===== src/hw/sidrm_pkg.sv =====
// package: constants for the startup and identification register bank
package sidrm_pkg;
  // ==========================================================
  // register offsets (byte addresses on the serial control port)
  localparam logic [9:0] SIDRM_OFF_BOOT_CTRL = 10'h000;
  localparam logic [9:0] SIDRM_OFF_TARGET = 10'h001;
  localparam logic [9:0] SIDRM_OFF_ID0 = 10'h002;
  localparam logic [9:0] SIDRM_OFF_ID1 = 10'h003;
  localparam logic [9:0] SIDRM_OFF_ID2 = 10'h004;
  localparam logic [9:0] SIDRM_OFF_ID3 = 10'h005;
  localparam logic [9:0] SIDRM_OFF_BOOT_STAT = 10'h210;
  // ==========================================================
  // block range bounds of the address decoder
  localparam logic [9:0] SIDRM_SIF_LO = 10'h006;
  localparam logic [9:0] SIDRM_SIF_HI = 10'h007;
  localparam logic [9:0] SIDRM_DPLL_LO = 10'h008;
  localparam logic [9:0] SIDRM_DPLL_HI = 10'h02f;
  localparam logic [9:0] SIDRM_GPIO_LO = 10'h030;
  localparam logic [9:0] SIDRM_GPIO_HI = 10'h038;
  localparam logic [9:0] SIDRM_ODRV_LO = 10'h039;
  localparam logic [9:0] SIDRM_ODRV_HI = 10'h03e;
  localparam logic [9:0] SIDRM_IDIV_LO = 10'h03f;
  localparam logic [9:0] SIDRM_IDIV_HI = 10'h04a;
  localparam logic [9:0] SIDRM_FDIV_LO = 10'h057;
  localparam logic [9:0] SIDRM_FDIV_HI = 10'h062;
  localparam logic [9:0] SIDRM_DSRC_LO = 10'h063;
  localparam logic [9:0] SIDRM_DSRC_HI = 10'h067;
  localparam logic [9:0] SIDRM_APLL_LO = 10'h068;
  localparam logic [9:0] SIDRM_APLL_HI = 10'h06b;
  localparam logic [9:0] SIDRM_PDLA_LO = 10'h06c;
  localparam logic [9:0] SIDRM_PDLA_HI = 10'h070;
  localparam logic [9:0] SIDRM_IMON_LO = 10'h071;
  localparam logic [9:0] SIDRM_IMON_HI = 10'h078;
  localparam logic [9:0] SIDRM_IEN = 10'h079;
  localparam logic [9:0] SIDRM_FACT_LO = 10'h07a;
  localparam logic [9:0] SIDRM_FACT_HI = 10'h07b;
  localparam logic [9:0] SIDRM_ISTAT_LO = 10'h200;
  localparam logic [9:0] SIDRM_ISTAT_HI = 10'h201;
  localparam logic [9:0] SIDRM_DSTAT_LO = 10'h202;
  localparam logic [9:0] SIDRM_DSTAT_HI = 10'h20b;
  localparam logic [9:0] SIDRM_GPIS = 10'h20c;
  localparam logic [9:0] SIDRM_GSTAT_LO = 10'h20d;
  localparam logic [9:0] SIDRM_GSTAT_HI = 10'h212;
  // ==========================================================
  // field positions and reset values
  localparam int SIDRM_RETRY_LSB = 3;
  localparam int SIDRM_SKIP_OTP_BIT = 1;
  localparam int SIDRM_SKIP_EEP_BIT = 0;
  localparam int SIDRM_WIDE_BIT = 7;
  localparam int SIDRM_FAIL_BIT = 0;
  localparam logic [4:0] SIDRM_RETRY_RST = 5'h01;
  localparam logic [3:0] SIDRM_REV_RST = 4'h0;
  // part and variant codes: arbitrary neutral values
  localparam logic [15:0] SIDRM_PART_RST = 16'h1234;
  localparam logic [10:0] SIDRM_VARIANT_RST = 11'h055;
  localparam logic [6:0] SIDRM_EEPROM_BUS_ADDRESS_RST = 7'h50;
  localparam logic [7:0] SIDRM_CRC_BYTE = 8'h84;
  localparam logic [7:0] SIDRM_SPEED_BYTE = 8'h05;
  localparam logic [7:0] SIDRM_OTP_BYTES = 8'h08;
  // ==========================================================
  // decoded block of an address
  typedef enum {
    SIDRM_BLK_STARTUP, SIDRM_BLK_ID, SIDRM_BLK_SIF, SIDRM_BLK_DPLL, SIDRM_BLK_GPIO,
    SIDRM_BLK_ODRV, SIDRM_BLK_IDIV, SIDRM_BLK_FDIV, SIDRM_BLK_DSRC, SIDRM_BLK_APLL,
    SIDRM_BLK_PDLA, SIDRM_BLK_IMON, SIDRM_BLK_IEN, SIDRM_BLK_FACT, SIDRM_BLK_ISTAT,
    SIDRM_BLK_DSTAT, SIDRM_BLK_GPIS, SIDRM_BLK_GSTAT, SIDRM_BLK_RSVD
  } sidrm_blk_e;
endpackage


===== src/hw/sidrm_decode.sv =====
// module: address decoder splitting the register space into blocks
`timescale 1ns/1ps
module sidrm_decode (
  input wire logic [9:0] addr,
  output sidrm_pkg::sidrm_blk_e blk
);
  import sidrm_pkg::*;

  function automatic logic in_rng(input logic [9:0] a, input logic [9:0] lo, input logic [9:0] hi);
    return (a >= lo) && (a <= hi);
  endfunction

  // ==========================================================
  // range decode; gaps fall through to reserved
  always_comb begin
    if (addr <= SIDRM_OFF_TARGET) begin
      blk = SIDRM_BLK_STARTUP;
    end else if (in_rng(addr, SIDRM_OFF_ID0, SIDRM_OFF_ID3)) begin
      blk = SIDRM_BLK_ID;
    end else if (in_rng(addr, SIDRM_SIF_LO, SIDRM_SIF_HI)) begin
      blk = SIDRM_BLK_SIF;
    end else if (in_rng(addr, SIDRM_DPLL_LO, SIDRM_DPLL_HI)) begin
      blk = SIDRM_BLK_DPLL;
    end else if (in_rng(addr, SIDRM_DSTAT_LO, SIDRM_DSTAT_HI)) begin
      blk = SIDRM_BLK_DSTAT;
    end else if (in_rng(addr, SIDRM_GPIO_LO, SIDRM_GPIO_HI)) begin
      blk = SIDRM_BLK_GPIO;
    end else if (addr == SIDRM_GPIS) begin
      blk = SIDRM_BLK_GPIS;
    end else if (in_rng(addr, SIDRM_ODRV_LO, SIDRM_ODRV_HI)) begin
      blk = SIDRM_BLK_ODRV;
    end else if (in_rng(addr, SIDRM_IDIV_LO, SIDRM_IDIV_HI)) begin
      blk = SIDRM_BLK_IDIV;
    end else if (in_rng(addr, SIDRM_FDIV_LO, SIDRM_FDIV_HI)) begin
      blk = SIDRM_BLK_FDIV;
    end else if (in_rng(addr, SIDRM_DSRC_LO, SIDRM_DSRC_HI)) begin
      blk = SIDRM_BLK_DSRC;
    end else if (in_rng(addr, SIDRM_APLL_LO, SIDRM_APLL_HI)) begin
      blk = SIDRM_BLK_APLL;
    end else if (in_rng(addr, SIDRM_PDLA_LO, SIDRM_PDLA_HI)) begin
      blk = SIDRM_BLK_PDLA;
    end else if (in_rng(addr, SIDRM_IMON_LO, SIDRM_IMON_HI)) begin
      blk = SIDRM_BLK_IMON;
    end else if (addr == SIDRM_IEN) begin
      blk = SIDRM_BLK_IEN;
    end else if (in_rng(addr, SIDRM_FACT_LO, SIDRM_FACT_HI)) begin
      blk = SIDRM_BLK_FACT;
    end else if (in_rng(addr, SIDRM_ISTAT_LO, SIDRM_ISTAT_HI)) begin
      blk = SIDRM_BLK_ISTAT;
    end else if (in_rng(addr, SIDRM_GSTAT_LO, SIDRM_GSTAT_HI)) begin
      blk = SIDRM_BLK_GSTAT;
    end else begin
      blk = SIDRM_BLK_RSVD;
    end
  end
endmodule


===== src/hw/sidrm_top.sv =====
// module: startup control and identification register bank with boot-load sequencing
// ==========================================================
`timescale 1ns/1ps
module sidrm_top (
  input wire logic clk,
  input wire logic rst_n,
  input wire logic reg_wr,
  input wire logic reg_rd,
  input wire logic [9:0] reg_addr,
  input wire logic [7:0] reg_wdata,
  output logic [7:0] reg_rdata,
  output logic reg_rvalid,
  output sidrm_pkg::sidrm_blk_e reg_blk,
  output logic otp_req,
  output logic [7:0] otp_len,
  input wire logic otp_done,
  output logic eep_req,
  output logic [6:0] eep_dev_addr,
  output logic eep_wide,
  output logic [15:0] eep_offset,
  output logic eep_fast,
  input wire logic eep_lost_arb,
  input wire logic eep_ack,
  input wire logic eep_nack,
  input wire logic [7:0] eep_rdata,
  output logic load_busy,
  output logic load_failed_flag
);
  import sidrm_pkg::*;

  typedef enum {SIDRM_IDLE, SIDRM_OTP, SIDRM_EEP, SIDRM_DONE} sidrm_st_e;

  logic [4:0] eeprom_retry_count_r;
  logic skip_otp_load_r;
  logic skip_eeprom_load_r;
  logic rsvd_r;
  logic eeprom_wide_offset_r;
  logic [6:0] eeprom_bus_address_r;
  logic [3:0] revision_code_r;
  logic [15:0] part_code_r;
  logic [10:0] variant_r;
  sidrm_st_e st_r;
  logic [4:0] tries_r;
  logic [7:0] byte_r;
  logic [7:0] crc_r;
  logic eep_fast_r;
  logic fail_r;
  logic [7:0] rdata_r;
  logic rvalid_r;
  logic acc_ok;
  logic load_last;

  // crc-8 step, polynomial x^8+x^2+x+1
  function automatic logic [7:0] crc8(input logic [7:0] c, input logic [7:0] d);
    logic [7:0] x;
    x = c ^ d;
    for (int i = 0; i < 8; i++) begin
      x = x[7] ? ((x << 1) ^ 8'h07) : (x << 1);
    end
    return x;
  endfunction

  // ==========================================================
  // address decode
  sidrm_decode u_sidrm_decode (
    .addr(reg_addr),
    .blk(reg_blk)
  );

  // accesses blocked while any load runs
  assign load_busy = (st_r != SIDRM_DONE);
  assign acc_ok = !load_busy;
  assign load_last = (byte_r == SIDRM_CRC_BYTE);

  // ==========================================================
  // startup control registers
  always_ff @(posedge clk or negedge rst_n) begin
    if (!rst_n) begin
      eeprom_retry_count_r <= SIDRM_RETRY_RST;
      skip_otp_load_r <= 1'b0;
      skip_eeprom_load_r <= 1'b1;
      rsvd_r <= 1'b0;
      eeprom_wide_offset_r <= 1'b0;
      eeprom_bus_address_r <= SIDRM_EEPROM_BUS_ADDRESS_RST;
    end else if (reg_wr && acc_ok) begin
      if (reg_addr == SIDRM_OFF_BOOT_CTRL) begin
        eeprom_retry_count_r <= reg_wdata[SIDRM_RETRY_LSB +: 5];
        rsvd_r <= reg_wdata[2];
        skip_otp_load_r <= reg_wdata[SIDRM_SKIP_OTP_BIT];
        skip_eeprom_load_r <= reg_wdata[SIDRM_SKIP_EEP_BIT];
      end else if (reg_addr == SIDRM_OFF_TARGET) begin
        eeprom_wide_offset_r <= reg_wdata[SIDRM_WIDE_BIT];
        eeprom_bus_address_r <= reg_wdata[6:0];
      end
    end
  end

  // ==========================================================
  // identification registers, writable as documented
  always_ff @(posedge clk or negedge rst_n) begin
    if (!rst_n) begin
      revision_code_r <= SIDRM_REV_RST;
      part_code_r <= SIDRM_PART_RST;
      variant_r <= SIDRM_VARIANT_RST;
    end else if (reg_wr && acc_ok) begin
      unique case (reg_addr)
        SIDRM_OFF_ID0: begin
          revision_code_r <= reg_wdata[7:4];
          part_code_r[15:12] <= reg_wdata[3:0];
        end
        SIDRM_OFF_ID1: part_code_r[11:4] <= reg_wdata;
        SIDRM_OFF_ID2: begin
          part_code_r[3:0] <= reg_wdata[7:4];
          variant_r[10:7] <= reg_wdata[3:0];
        end
        SIDRM_OFF_ID3: variant_r[6:0] <= reg_wdata[7:1];
        default: ;
      endcase
    end
  end

  // ==========================================================
  // boot sequencer: otp first, then optional eeprom block read
  always_ff @(posedge clk or negedge rst_n) begin
    if (!rst_n) begin
      st_r <= SIDRM_IDLE;
      tries_r <= 5'h00;
      byte_r <= 8'h00;
      crc_r <= 8'h00;
      eep_fast_r <= 1'b0;
      fail_r <= 1'b0;
    end else begin
      unique case (st_r)
        SIDRM_IDLE: st_r <= SIDRM_OTP;
        SIDRM_OTP: if (otp_done) begin
          st_r <= skip_eeprom_load_r ? SIDRM_DONE : SIDRM_EEP;
          byte_r <= 8'h00;
          tries_r <= 5'h00;
          crc_r <= 8'h00;
        end
        SIDRM_EEP: begin
          if (eep_lost_arb) begin
            // first attempt plus the programmed number of retries
            if (tries_r >= eeprom_retry_count_r) begin
              fail_r <= 1'b1;
              st_r <= SIDRM_DONE;
            end else begin
              tries_r <= tries_r + 5'h01;
            end
          end else if (eep_nack) begin
            fail_r <= 1'b1;
            st_r <= SIDRM_DONE;
          end else if (eep_ack) begin
            if (load_last) begin
              fail_r <= (crc_r != eep_rdata);
              st_r <= SIDRM_DONE;
            end else begin
              crc_r <= crc8(crc_r, eep_rdata);
              byte_r <= byte_r + 8'h01;
              if (byte_r == SIDRM_SPEED_BYTE && eep_rdata[0]) begin
                eep_fast_r <= 1'b1;
              end
            end
          end
        end
        SIDRM_DONE: ;
      endcase
    end
  end

  // engine requests; eep_fast commits as soon as the speed byte arrives, before the checksum byte is checked
  assign otp_req = (st_r == SIDRM_OTP);
  assign otp_len = skip_otp_load_r ? SIDRM_OTP_BYTES : 8'hff;
  assign eep_req = (st_r == SIDRM_EEP);
  assign eep_dev_addr = eeprom_bus_address_r;
  assign eep_wide = eeprom_wide_offset_r;
  assign eep_offset = {8'h00, byte_r};
  assign eep_fast = eep_fast_r;
  assign load_failed_flag = fail_r;

  // ==========================================================
  // read-back path, one cycle latency
  always_ff @(posedge clk or negedge rst_n) begin
    if (!rst_n) begin
      rdata_r <= 8'h00;
      rvalid_r <= 1'b0;
    end else begin
      rvalid_r <= reg_rd && acc_ok;
      if (reg_rd && acc_ok) begin
        unique case (reg_addr)
          SIDRM_OFF_BOOT_CTRL: rdata_r <= {eeprom_retry_count_r, rsvd_r, skip_otp_load_r, skip_eeprom_load_r};
          SIDRM_OFF_TARGET: rdata_r <= {eeprom_wide_offset_r, eeprom_bus_address_r};
          SIDRM_OFF_ID0: rdata_r <= {revision_code_r, part_code_r[15:12]};
          SIDRM_OFF_ID1: rdata_r <= part_code_r[11:4];
          SIDRM_OFF_ID2: rdata_r <= {part_code_r[3:0], variant_r[10:7]};
          SIDRM_OFF_ID3: rdata_r <= {variant_r[6:1], 2'b11};
          SIDRM_OFF_BOOT_STAT: rdata_r <= {7'h00, fail_r};
          default: rdata_r <= 8'h00;
        endcase
      end
    end
  end

  assign reg_rdata = rdata_r;
  assign reg_rvalid = rvalid_r;

  // ==========================================================
  // checks
  blocked_access_a: assert property (@(posedge clk) disable iff (!rst_n)
    load_busy && reg_rd |=> !reg_rvalid) else $error("read answered during load");
  nack_fail_a: assert property (@(posedge clk) disable iff (!rst_n)
    (st_r == SIDRM_EEP) && !eep_lost_arb && eep_nack |=> load_failed_flag && !load_busy)
    else $error("nack did not fail load");
  skip_eep_a: assert property (@(posedge clk) disable iff (!rst_n)
    otp_req && otp_done && skip_eeprom_load_r |=> !eep_req) else $error("eeprom used when skipped");
  otp_len_a: assert property (@(posedge clk) disable iff (!rst_n)
    otp_req && skip_otp_load_r |-> otp_len == 8'h08) else $error("otp length wrong");
  fast_speed_a: assert property (@(posedge clk) disable iff (!rst_n)
    eep_req && eep_ack && !eep_lost_arb && !eep_nack && byte_r == 8'h05 && eep_rdata[0] |=> eep_fast)
    else $error("speed not raised");
  retry_limit_a: assert property (@(posedge clk) disable iff (!rst_n)
    eep_req && eep_lost_arb && tries_r < eeprom_retry_count_r |=> eep_req) else $error("gave up early");
  target_addr_a: assert property (@(posedge clk) disable iff (!rst_n)
    eep_req |-> eep_dev_addr == eeprom_bus_address_r && eep_wide == eeprom_wide_offset_r)
    else $error("eeprom target wrong");
  id_low_ones_a: assert property (@(posedge clk) disable iff (!rst_n)
    reg_rd && acc_ok && reg_addr == 10'h005 |=> reg_rdata[1:0] == 2'b11) else $error("id ones missing");
  decode_id_a: assert property (@(posedge clk) disable iff (!rst_n)
    reg_addr == 10'h003 |-> reg_blk == SIDRM_BLK_ID) else $error("id decode wrong");
  decode_rsvd_a: assert property (@(posedge clk) disable iff (!rst_n)
    reg_addr == 10'h050 |-> reg_blk == SIDRM_BLK_RSVD) else $error("reserved decode wrong");

  load_ok_c: cover property (@(posedge clk) disable iff (!rst_n) eep_req ##1 !load_busy && !load_failed_flag);
  load_fail_c: cover property (@(posedge clk) disable iff (!rst_n) eep_req && eep_nack);
  retry_c: cover property (@(posedge clk) disable iff (!rst_n) eep_req && eep_lost_arb ##1 eep_req);
endmodule


===== config.mk =====
export PLATFORM = sky130hd
export DESIGN_NAME = sidrm_top
export DESIGN_NICKNAME = d
export VERILOG_FILES = /design/src/hw/sidrm_pkg.sv /design/src/hw/sidrm_decode.sv /design/src/hw/sidrm_top.sv
export SDC_FILE = /design/constraint.sdc
export NUM_CORES = 1
export LEC_CHECK = 0
export ABC_AREA = 0
export BUFFER_PORTS_ARGS = -buffer_cell sky130_fd_sc_hd__buf_2
export CORE_MARGIN = 4
export CORE_UTILIZATION = 30
export CTS_CLUSTER_DIAMETER = 30
export DETAILED_ROUTE_END_ITERATION = 10
export PLACE_DENSITY = 0.5
export SLEW_MARGIN = 20
export SYNTH_ARGS = -nofsm -noshare
export SYNTH_HDL_FRONTEND = slang
export SYNTH_SLANG_ARGS = --single-unit

===== constraint.sdc =====
create_clock -name clk -period 2.15 [get_ports clk]
set_input_delay 0.3225 -clock clk [delete_from_list [all_inputs] [get_ports clk]]
set_output_delay 0.3225 -clock clk [all_outputs]
set_load 0.1 [all_outputs]

# After elaboration in Yosys (flattened, before gate mapping)
# Index checks and enable logic that the tools add are counted.
# word_totals
register_bits,111
input_bits,34
output_inout_bits,78
wordCells,186
# classes
addsub,2
n_lt_le_gt_ge,32
n_eq_ne,27
mux,56
bitwise_logic,13
n_reduce_logical,36
# ops
op,count
2-to-1 mux 32 bit,23
case mux 32 bit (3 select lines),1
2-to-1 mux 8 bit,10
less-or-equal comparator 10 x 7 -> 1 bit (second input constant),7
equality test 32 x 2 -> 1 bit (second input constant),2
>= comparator 10 x 7 -> 1 bit (second input constant),6
case mux 8 bit (7 select lines),1
equality test 32 x 1 -> 1 bit (second input constant),1
equality test 32 x 3 -> 1 bit (second input constant),1
zero test 32 bit,1
inequality test 32 x 3 -> 1 bit (second input constant),1
case mux 8 bit (2 select lines),2
>= comparator 10 bit (second input constant),3
>= comparator 10 x 6 -> 1 bit (second input constant),3
less-or-equal comparator 10 bit (second input constant),3
less-or-equal comparator 10 x 6 -> 1 bit (second input constant),3
2-to-1 mux 3 bit,8
NOT 3 bit,8
equality test 10 bit (second input constant),2
equality test 10 x 2 -> 1 bit (second input constant),2
equality test 10 x 3 -> 1 bit (second input constant),2
less-or-equal comparator 10 x 3 -> 1 bit (second input constant),2
logical AND 1 bit,18
2-to-1 mux 5 bit,3
30 further kinds,53

# Depth between registers and ports, before layout
# depth
word_depth,22
mapped_depth,9
ltp_nobuf,8

# By module
# A second synthesis with hierarchy kept.
# unflattened
hier_cells,506
hier_area_um2,5170.0
# by_module_without_submodules
mod,instances,cells_each,area_per_inst_um2,seq_area_each_um2
sidrm_top,1,403,4471.8,2016.9
sidrm_decode,1,103,698.2,0.0

# Least setup slack after synthesis
# OpenSTA, ideal clock, no wires.
# synth_path
path_kind,input -> output
start,in reg_addr[0]
end,out reg_blk[4]
t_arrival_ps,4298
required_ps,1827
slack_ps,-2470
path_stages,8
n_path_buf,2
cell_sequence,clkbuf_1 -> or2_2 -> clkbuf_1 -> nor2_1 -> a21oi_1 -> a2bb2oi_1 -> o21ai_0 -> nor4_1
# synth_between
elab_chain_len,19
elab_cells_between_ends,62
# synth_rtl
element,line_no,text
start: declaration,sidrm_top.sv:9,"input wire logic [9:0] reg_addr,"
>= comparator 10 bit or less-or-equal comparator 10 bit (tied branches),sidrm_decode.sv:10,return (a >= lo) && (a <= hi);
logical AND 1 bit,sidrm_decode.sv:10,
2-to-1 mux 32 bit,sidrm_decode.sv:48,"end else if (in_rng(addr, SIDRM_ISTAT_LO, SIDRM_ISTAT_HI)) begin"
2-to-1 mux 32 bit,sidrm_decode.sv:46,"end else if (in_rng(addr, SIDRM_FACT_LO, SIDRM_FACT_HI)) begin"
2-to-1 mux 32 bit,sidrm_decode.sv:44,end else if (addr == SIDRM_IEN) begin
2-to-1 mux 32 bit,sidrm_decode.sv:42,"end else if (in_rng(addr, SIDRM_IMON_LO, SIDRM_IMON_HI)) begin"
2-to-1 mux 32 bit,sidrm_decode.sv:40,"end else if (in_rng(addr, SIDRM_PDLA_LO, SIDRM_PDLA_HI)) begin"
2-to-1 mux 32 bit,sidrm_decode.sv:38,"end else if (in_rng(addr, SIDRM_APLL_LO, SIDRM_APLL_HI)) begin"
[3 not listed],--,
2-to-1 mux 32 bit,sidrm_decode.sv:30,"end else if (in_rng(addr, SIDRM_ODRV_LO, SIDRM_ODRV_HI)) begin"
2-to-1 mux 32 bit,sidrm_decode.sv:28,end else if (addr == SIDRM_GPIS) begin
2-to-1 mux 32 bit,sidrm_decode.sv:26,"end else if (in_rng(addr, SIDRM_GPIO_LO, SIDRM_GPIO_HI)) begin"
2-to-1 mux 32 bit,sidrm_decode.sv:24,"end else if (in_rng(addr, SIDRM_DSTAT_LO, SIDRM_DSTAT_HI)) begin"
2-to-1 mux 32 bit,sidrm_decode.sv:22,"end else if (in_rng(addr, SIDRM_DPLL_LO, SIDRM_DPLL_HI)) begin"
2-to-1 mux 32 bit,sidrm_decode.sv:20,"end else if (in_rng(addr, SIDRM_SIF_LO, SIDRM_SIF_HI)) begin"
2-to-1 mux 32 bit,sidrm_decode.sv:18,"end else if (in_rng(addr, SIDRM_OFF_ID0, SIDRM_OFF_ID3)) begin"
2-to-1 mux 32 bit *,sidrm_decode.sv:16,if (addr <= SIDRM_OFF_TARGET) begin
end: declaration,sidrm_top.sv:13,"output sidrm_pkg::sidrm_blk_e reg_blk,"
# Every way passes the cells marked *; elsewhere a longest branch is shown, timed or not.

# Worst setup path in the final report
# layout_path
start,in reg_addr[8]
end,out reg_blk[0]
# layout_between
elab_chain_len,20
elab_cells_between_ends,66
# layout_rtl
element,line_no,text
>= comparator 10 bit or less-or-equal comparator 10 bit (tied branches),sidrm_decode.sv:10,
logical AND 1 bit,sidrm_decode.sv:10,
2-to-1 mux 2 bit,sidrm_decode.sv:50,"end else if (in_rng(addr, SIDRM_GSTAT_LO, SIDRM_GSTAT_HI)) begin"
2-to-1 mux 32 bit,sidrm_decode.sv:48,
2-to-1 mux 32 bit,sidrm_decode.sv:46,
2-to-1 mux 32 bit,sidrm_decode.sv:44,
2-to-1 mux 32 bit,sidrm_decode.sv:42,
2-to-1 mux 32 bit,sidrm_decode.sv:40,
[4 not listed],--,
2-to-1 mux 32 bit,sidrm_decode.sv:30,
2-to-1 mux 32 bit,sidrm_decode.sv:28,
2-to-1 mux 32 bit,sidrm_decode.sv:26,
2-to-1 mux 32 bit,sidrm_decode.sv:24,
2-to-1 mux 32 bit,sidrm_decode.sv:22,
2-to-1 mux 32 bit,sidrm_decode.sv:20,
2-to-1 mux 32 bit,sidrm_decode.sv:18,
2-to-1 mux 32 bit *,sidrm_decode.sv:16,
# Marked as above.

==> summary.md <==
| Metric | Value |
|---|---|
| Outcome | complete, but fails checks |
| Violated checks | setup timing |
| Final worst slack | -0.175 ns |
| Core Box Area | approximately 17000 um2 |
| Post-Synthesis Cells | 523 |
| Initial Util | 30.6% |
| Vias per Instance | 4.77 |
| First-pass GRT wire length | around 23 mm |
| Nets@finish | 703 |
| CP Launch Type | input port |
| Post-synth EDFFs | 0 |
| CTS clock-pin slew for the worst setup and hold paths | 0.06 ns |
| PwrDens | around 840 nW/um2 |
| Drt drc | 0 |
| Fin. Hold Viols | 0 |
| DR pass1 iterations | 4 |
| Hold Slack | 0.275 ns |
| Register bit total from synthesis | 80 |
| Ys Warns | 0 |
| Clk sink count | 80 |
| Port Buf Inserts | 75 |
| Via Count | 4194 |
| H-tree levels | 3 |
| Maxcap violations | 0 |
| R2R Path Start | eeprom_retry_count_r[0] |
| Chip width | 138 um |
| P&R area growth vs syn | 34.0% |
| Routed WL | 13.8 mm |
| Worst hold path class | input port to flip-flop |
| FFs w/ async S/R, synth | between 90% and 100% |
| Avg Cell Area, Syn | 9.70 um2 |
| Slew headroom | 40.1% |
| Wire length per cell | ~16 um |
| Clock buffer depth | 2 |
| Critical path required time | 1.83 ns |
| Max Slew Vio Count | 0 |
| Seq/Total Area, Yosys | between 30% and 40% |
| Post-Syn Area | roughly 5100 um2 |
| VDD IR-drop max | 0.000758 V |
| Vias in the first global route | 4412 |
| Die Y | 138 um |
| Worst r2r dst | tries_r[1] |
| Die area | 19100 um2 |
| Yosys cell types | 62 |
| Placer congestion estimate | 0.867 |
| Worst setup path class | input port to primary output |
| Flop2flop setup slack | 0.13 ns |
| CTS tree | yes |
| Number of routed nets with antenna violations | 0 |
| Setup crit start | reg_addr[8] |
| Post-synth top flop | dfrtp_1 |
| CP arrival | 2.00 ns |
| Largest net degree at the start of global routing | 38 |
| # IOs | 112 |
| Clock Skew | 0.00334 ns |
| CP endpoint | reg_blk[0] |
| Rows | 47 |
| Fin crit period | 2.32 ns |
| Initial antenna violation count | 0 |
| Worst r2r path cells | 7 |
| Later-pin clock latency in the skew report | 0.33 ns |
| TritonCTS Buffers | 9 |
| RSZ-0062 raised after global routing | yes |
| Leakage | 3.15 nW |
| Maximum net fanout on the critical path | 5 |
| Share of cells above drive strength 1 | 42.0% |
| Setup tns final | -0.428 ns |
| Post-DP HPWL | approximately 11 mm |
| Grt ovf | 0 |
| Final setup fails | 5 |
| Final Power | 0.00569 W |
| Diode count | 0 |
| Root buf cell | clkbuf_16 |
| Peak Freq | 0.430 GHz |
| DRT iter0 DRCs | 195 |
| Setup crit end kind | primary output |
| GRT Total Usage | 14.4% |
| Slew @ Worst Pin | 0.891 ns |
| Tcrit/Tclk final | 108% |
[layout make-up]
class	count	area [um2]
clock buffers	11	253
clock inverters	5	103
fillers	1669	9790
inverters	22	82.6
multi-input cells	388	2930
flip-flops and latches	80	2040
well taps	220	275
repair buffers	153	1110
[worst min-delay path by stage]
stage                       startpoint         to  slack, ns  depth (start not counted)
after floorplan                  rst_n  byte_r[4]       0.03                          0
after global placement           rst_n  byte_r[0]       0.31                          1
after detailed placement         rst_n  byte_r[0]       0.32                          1
after CTS                 eep_rdata[0]   eep_fast       0.26                          2
after global routing      eep_rdata[0]   eep_fast       0.28                          2
final                     eep_rdata[0]   eep_fast       0.28                          2
[cells in the final DEF, fill, tap and decap left out, types with 5 or more instances in the layout]
cell type,Yosys,layout
buf_4,43,74
nand2b_1,9,8
a21oi_1,17,16
nand2_1,50,48
mux2_2,40,24
inv_1,22,22
clkbuf_16,0,9
conb_1,2,36
dfrtp_1,68,61
ha_1,15,13
or3_1,7,7
a221oi_1,11,10
dfstp_2,12,12
buf_12,0,8
a31oi_1,6,6
nand3_1,5,5
xnor2_1,18,18
nor2_1,42,35
mux2_4,8,24
nor3_1,7,6
nor2_4,0,5
mux2i_1,8,8
o21ai_0,38,32
buf_2,3,65
[cells in the mapped netlist, types with 11 or more instances]
cell / count / area share [%]
a21oi_1: 17 / 1.7
a221oi_1: 11 / 1.9
o21ai_0: 38 / 3.7
nand2_1: 50 / 3.7
buf_4: 43 / 6.4
clkbuf_1: 17 / 1.3
xnor2_1: 18 / 3.1
dfrtp_1: 68 / 34
mux2_2: 40 / 8.9
nor2_1: 42 / 3.1
dfstp_2: 12 / 6.2
inv_1: 22 / 1.6
ha_1: 15 / 3.7
[metrics by stage]
stage	worst slack, ns	std cells	cell area (um2)	utilization [%]
finish	-0.175	879	6800	41.0
floorplan	-0.572	557	5470	-
global route	-0.212	879	6800	41.0
detailed placement	-0.303	855	6240	37.6
global placement	-0.238	855	6240	37.6
CTS	-0.154	874	6710	40.5
[report_power, final]
| group | internal [W] | switching (W) | total (W) | leakage [nW] |
|---|---|---|---|---|
| Clock | 0.00120 | 0.000614 | 0.00181 | 0.172 |
| Combinational | 0.000658 | 0.00152 | 0.00218 | 1.93 |
| Sequential | 0.00160 | 0.0000969 | 0.00169 | 1.05 |
[logic make-up (layout without fill, tap and decap cells)]
group / Yosys count / count (layout) / share of synthesized area, %
other: 2 / 36 / 0.148
adder cells (fa/ha/maj): 15 / 15 / 3.70
XOR/XNOR: 23 / 23 / 4.24
multiplexers: 57 / 57 / 13.3
AND/OR/NAND/NOR: 155 / 155 / 15.8
AO/OA/AOI/OAI: 102 / 102 / 13.0
flip-flops: 80 / 80 / 39.8
buffers and inverters: 89 / 191 / 10.1
[critical path: stages]
cell	delay (ns)
buf_8	0.11
or4b_4	0.56
nor2_4	0.20
a211oi_2	0.09
or3_1	0.37
nand4b_1	0.16
buf_12	0.19
[what timing repair did]
action	4_1_cts	5_1_grt
setup endpoints to repair	6	33
gates resized for setup	25	17
hold buffers	1	0
setup buffers	2	5
hold endpoints to repair	30	0
cloned	0	0
pin swaps	11	11
[state kept, by name, indices dropped and copies added, names as in the netlist, 2 cells and up]
name                  flops
byte_r                    8
crc_r                     8
eep_dev_addr              7
eeprom_retry_count_r      5
part_code_r              16
reg_rdata                 8
revision_code_r           4
st_r                      2
tries_r                   5
variant_r                10
[layer usage]
metal	global-route usage, %	vias to the layer above	wire length (um)
met5	0	-	0
met4	3.59	0	220
met3	3.00	17	624
met2	25.5	111	6930
met1	17.9	2031	5990
li1	-	2035	-
Note: power is estimated with default switching activity, not from simulation.
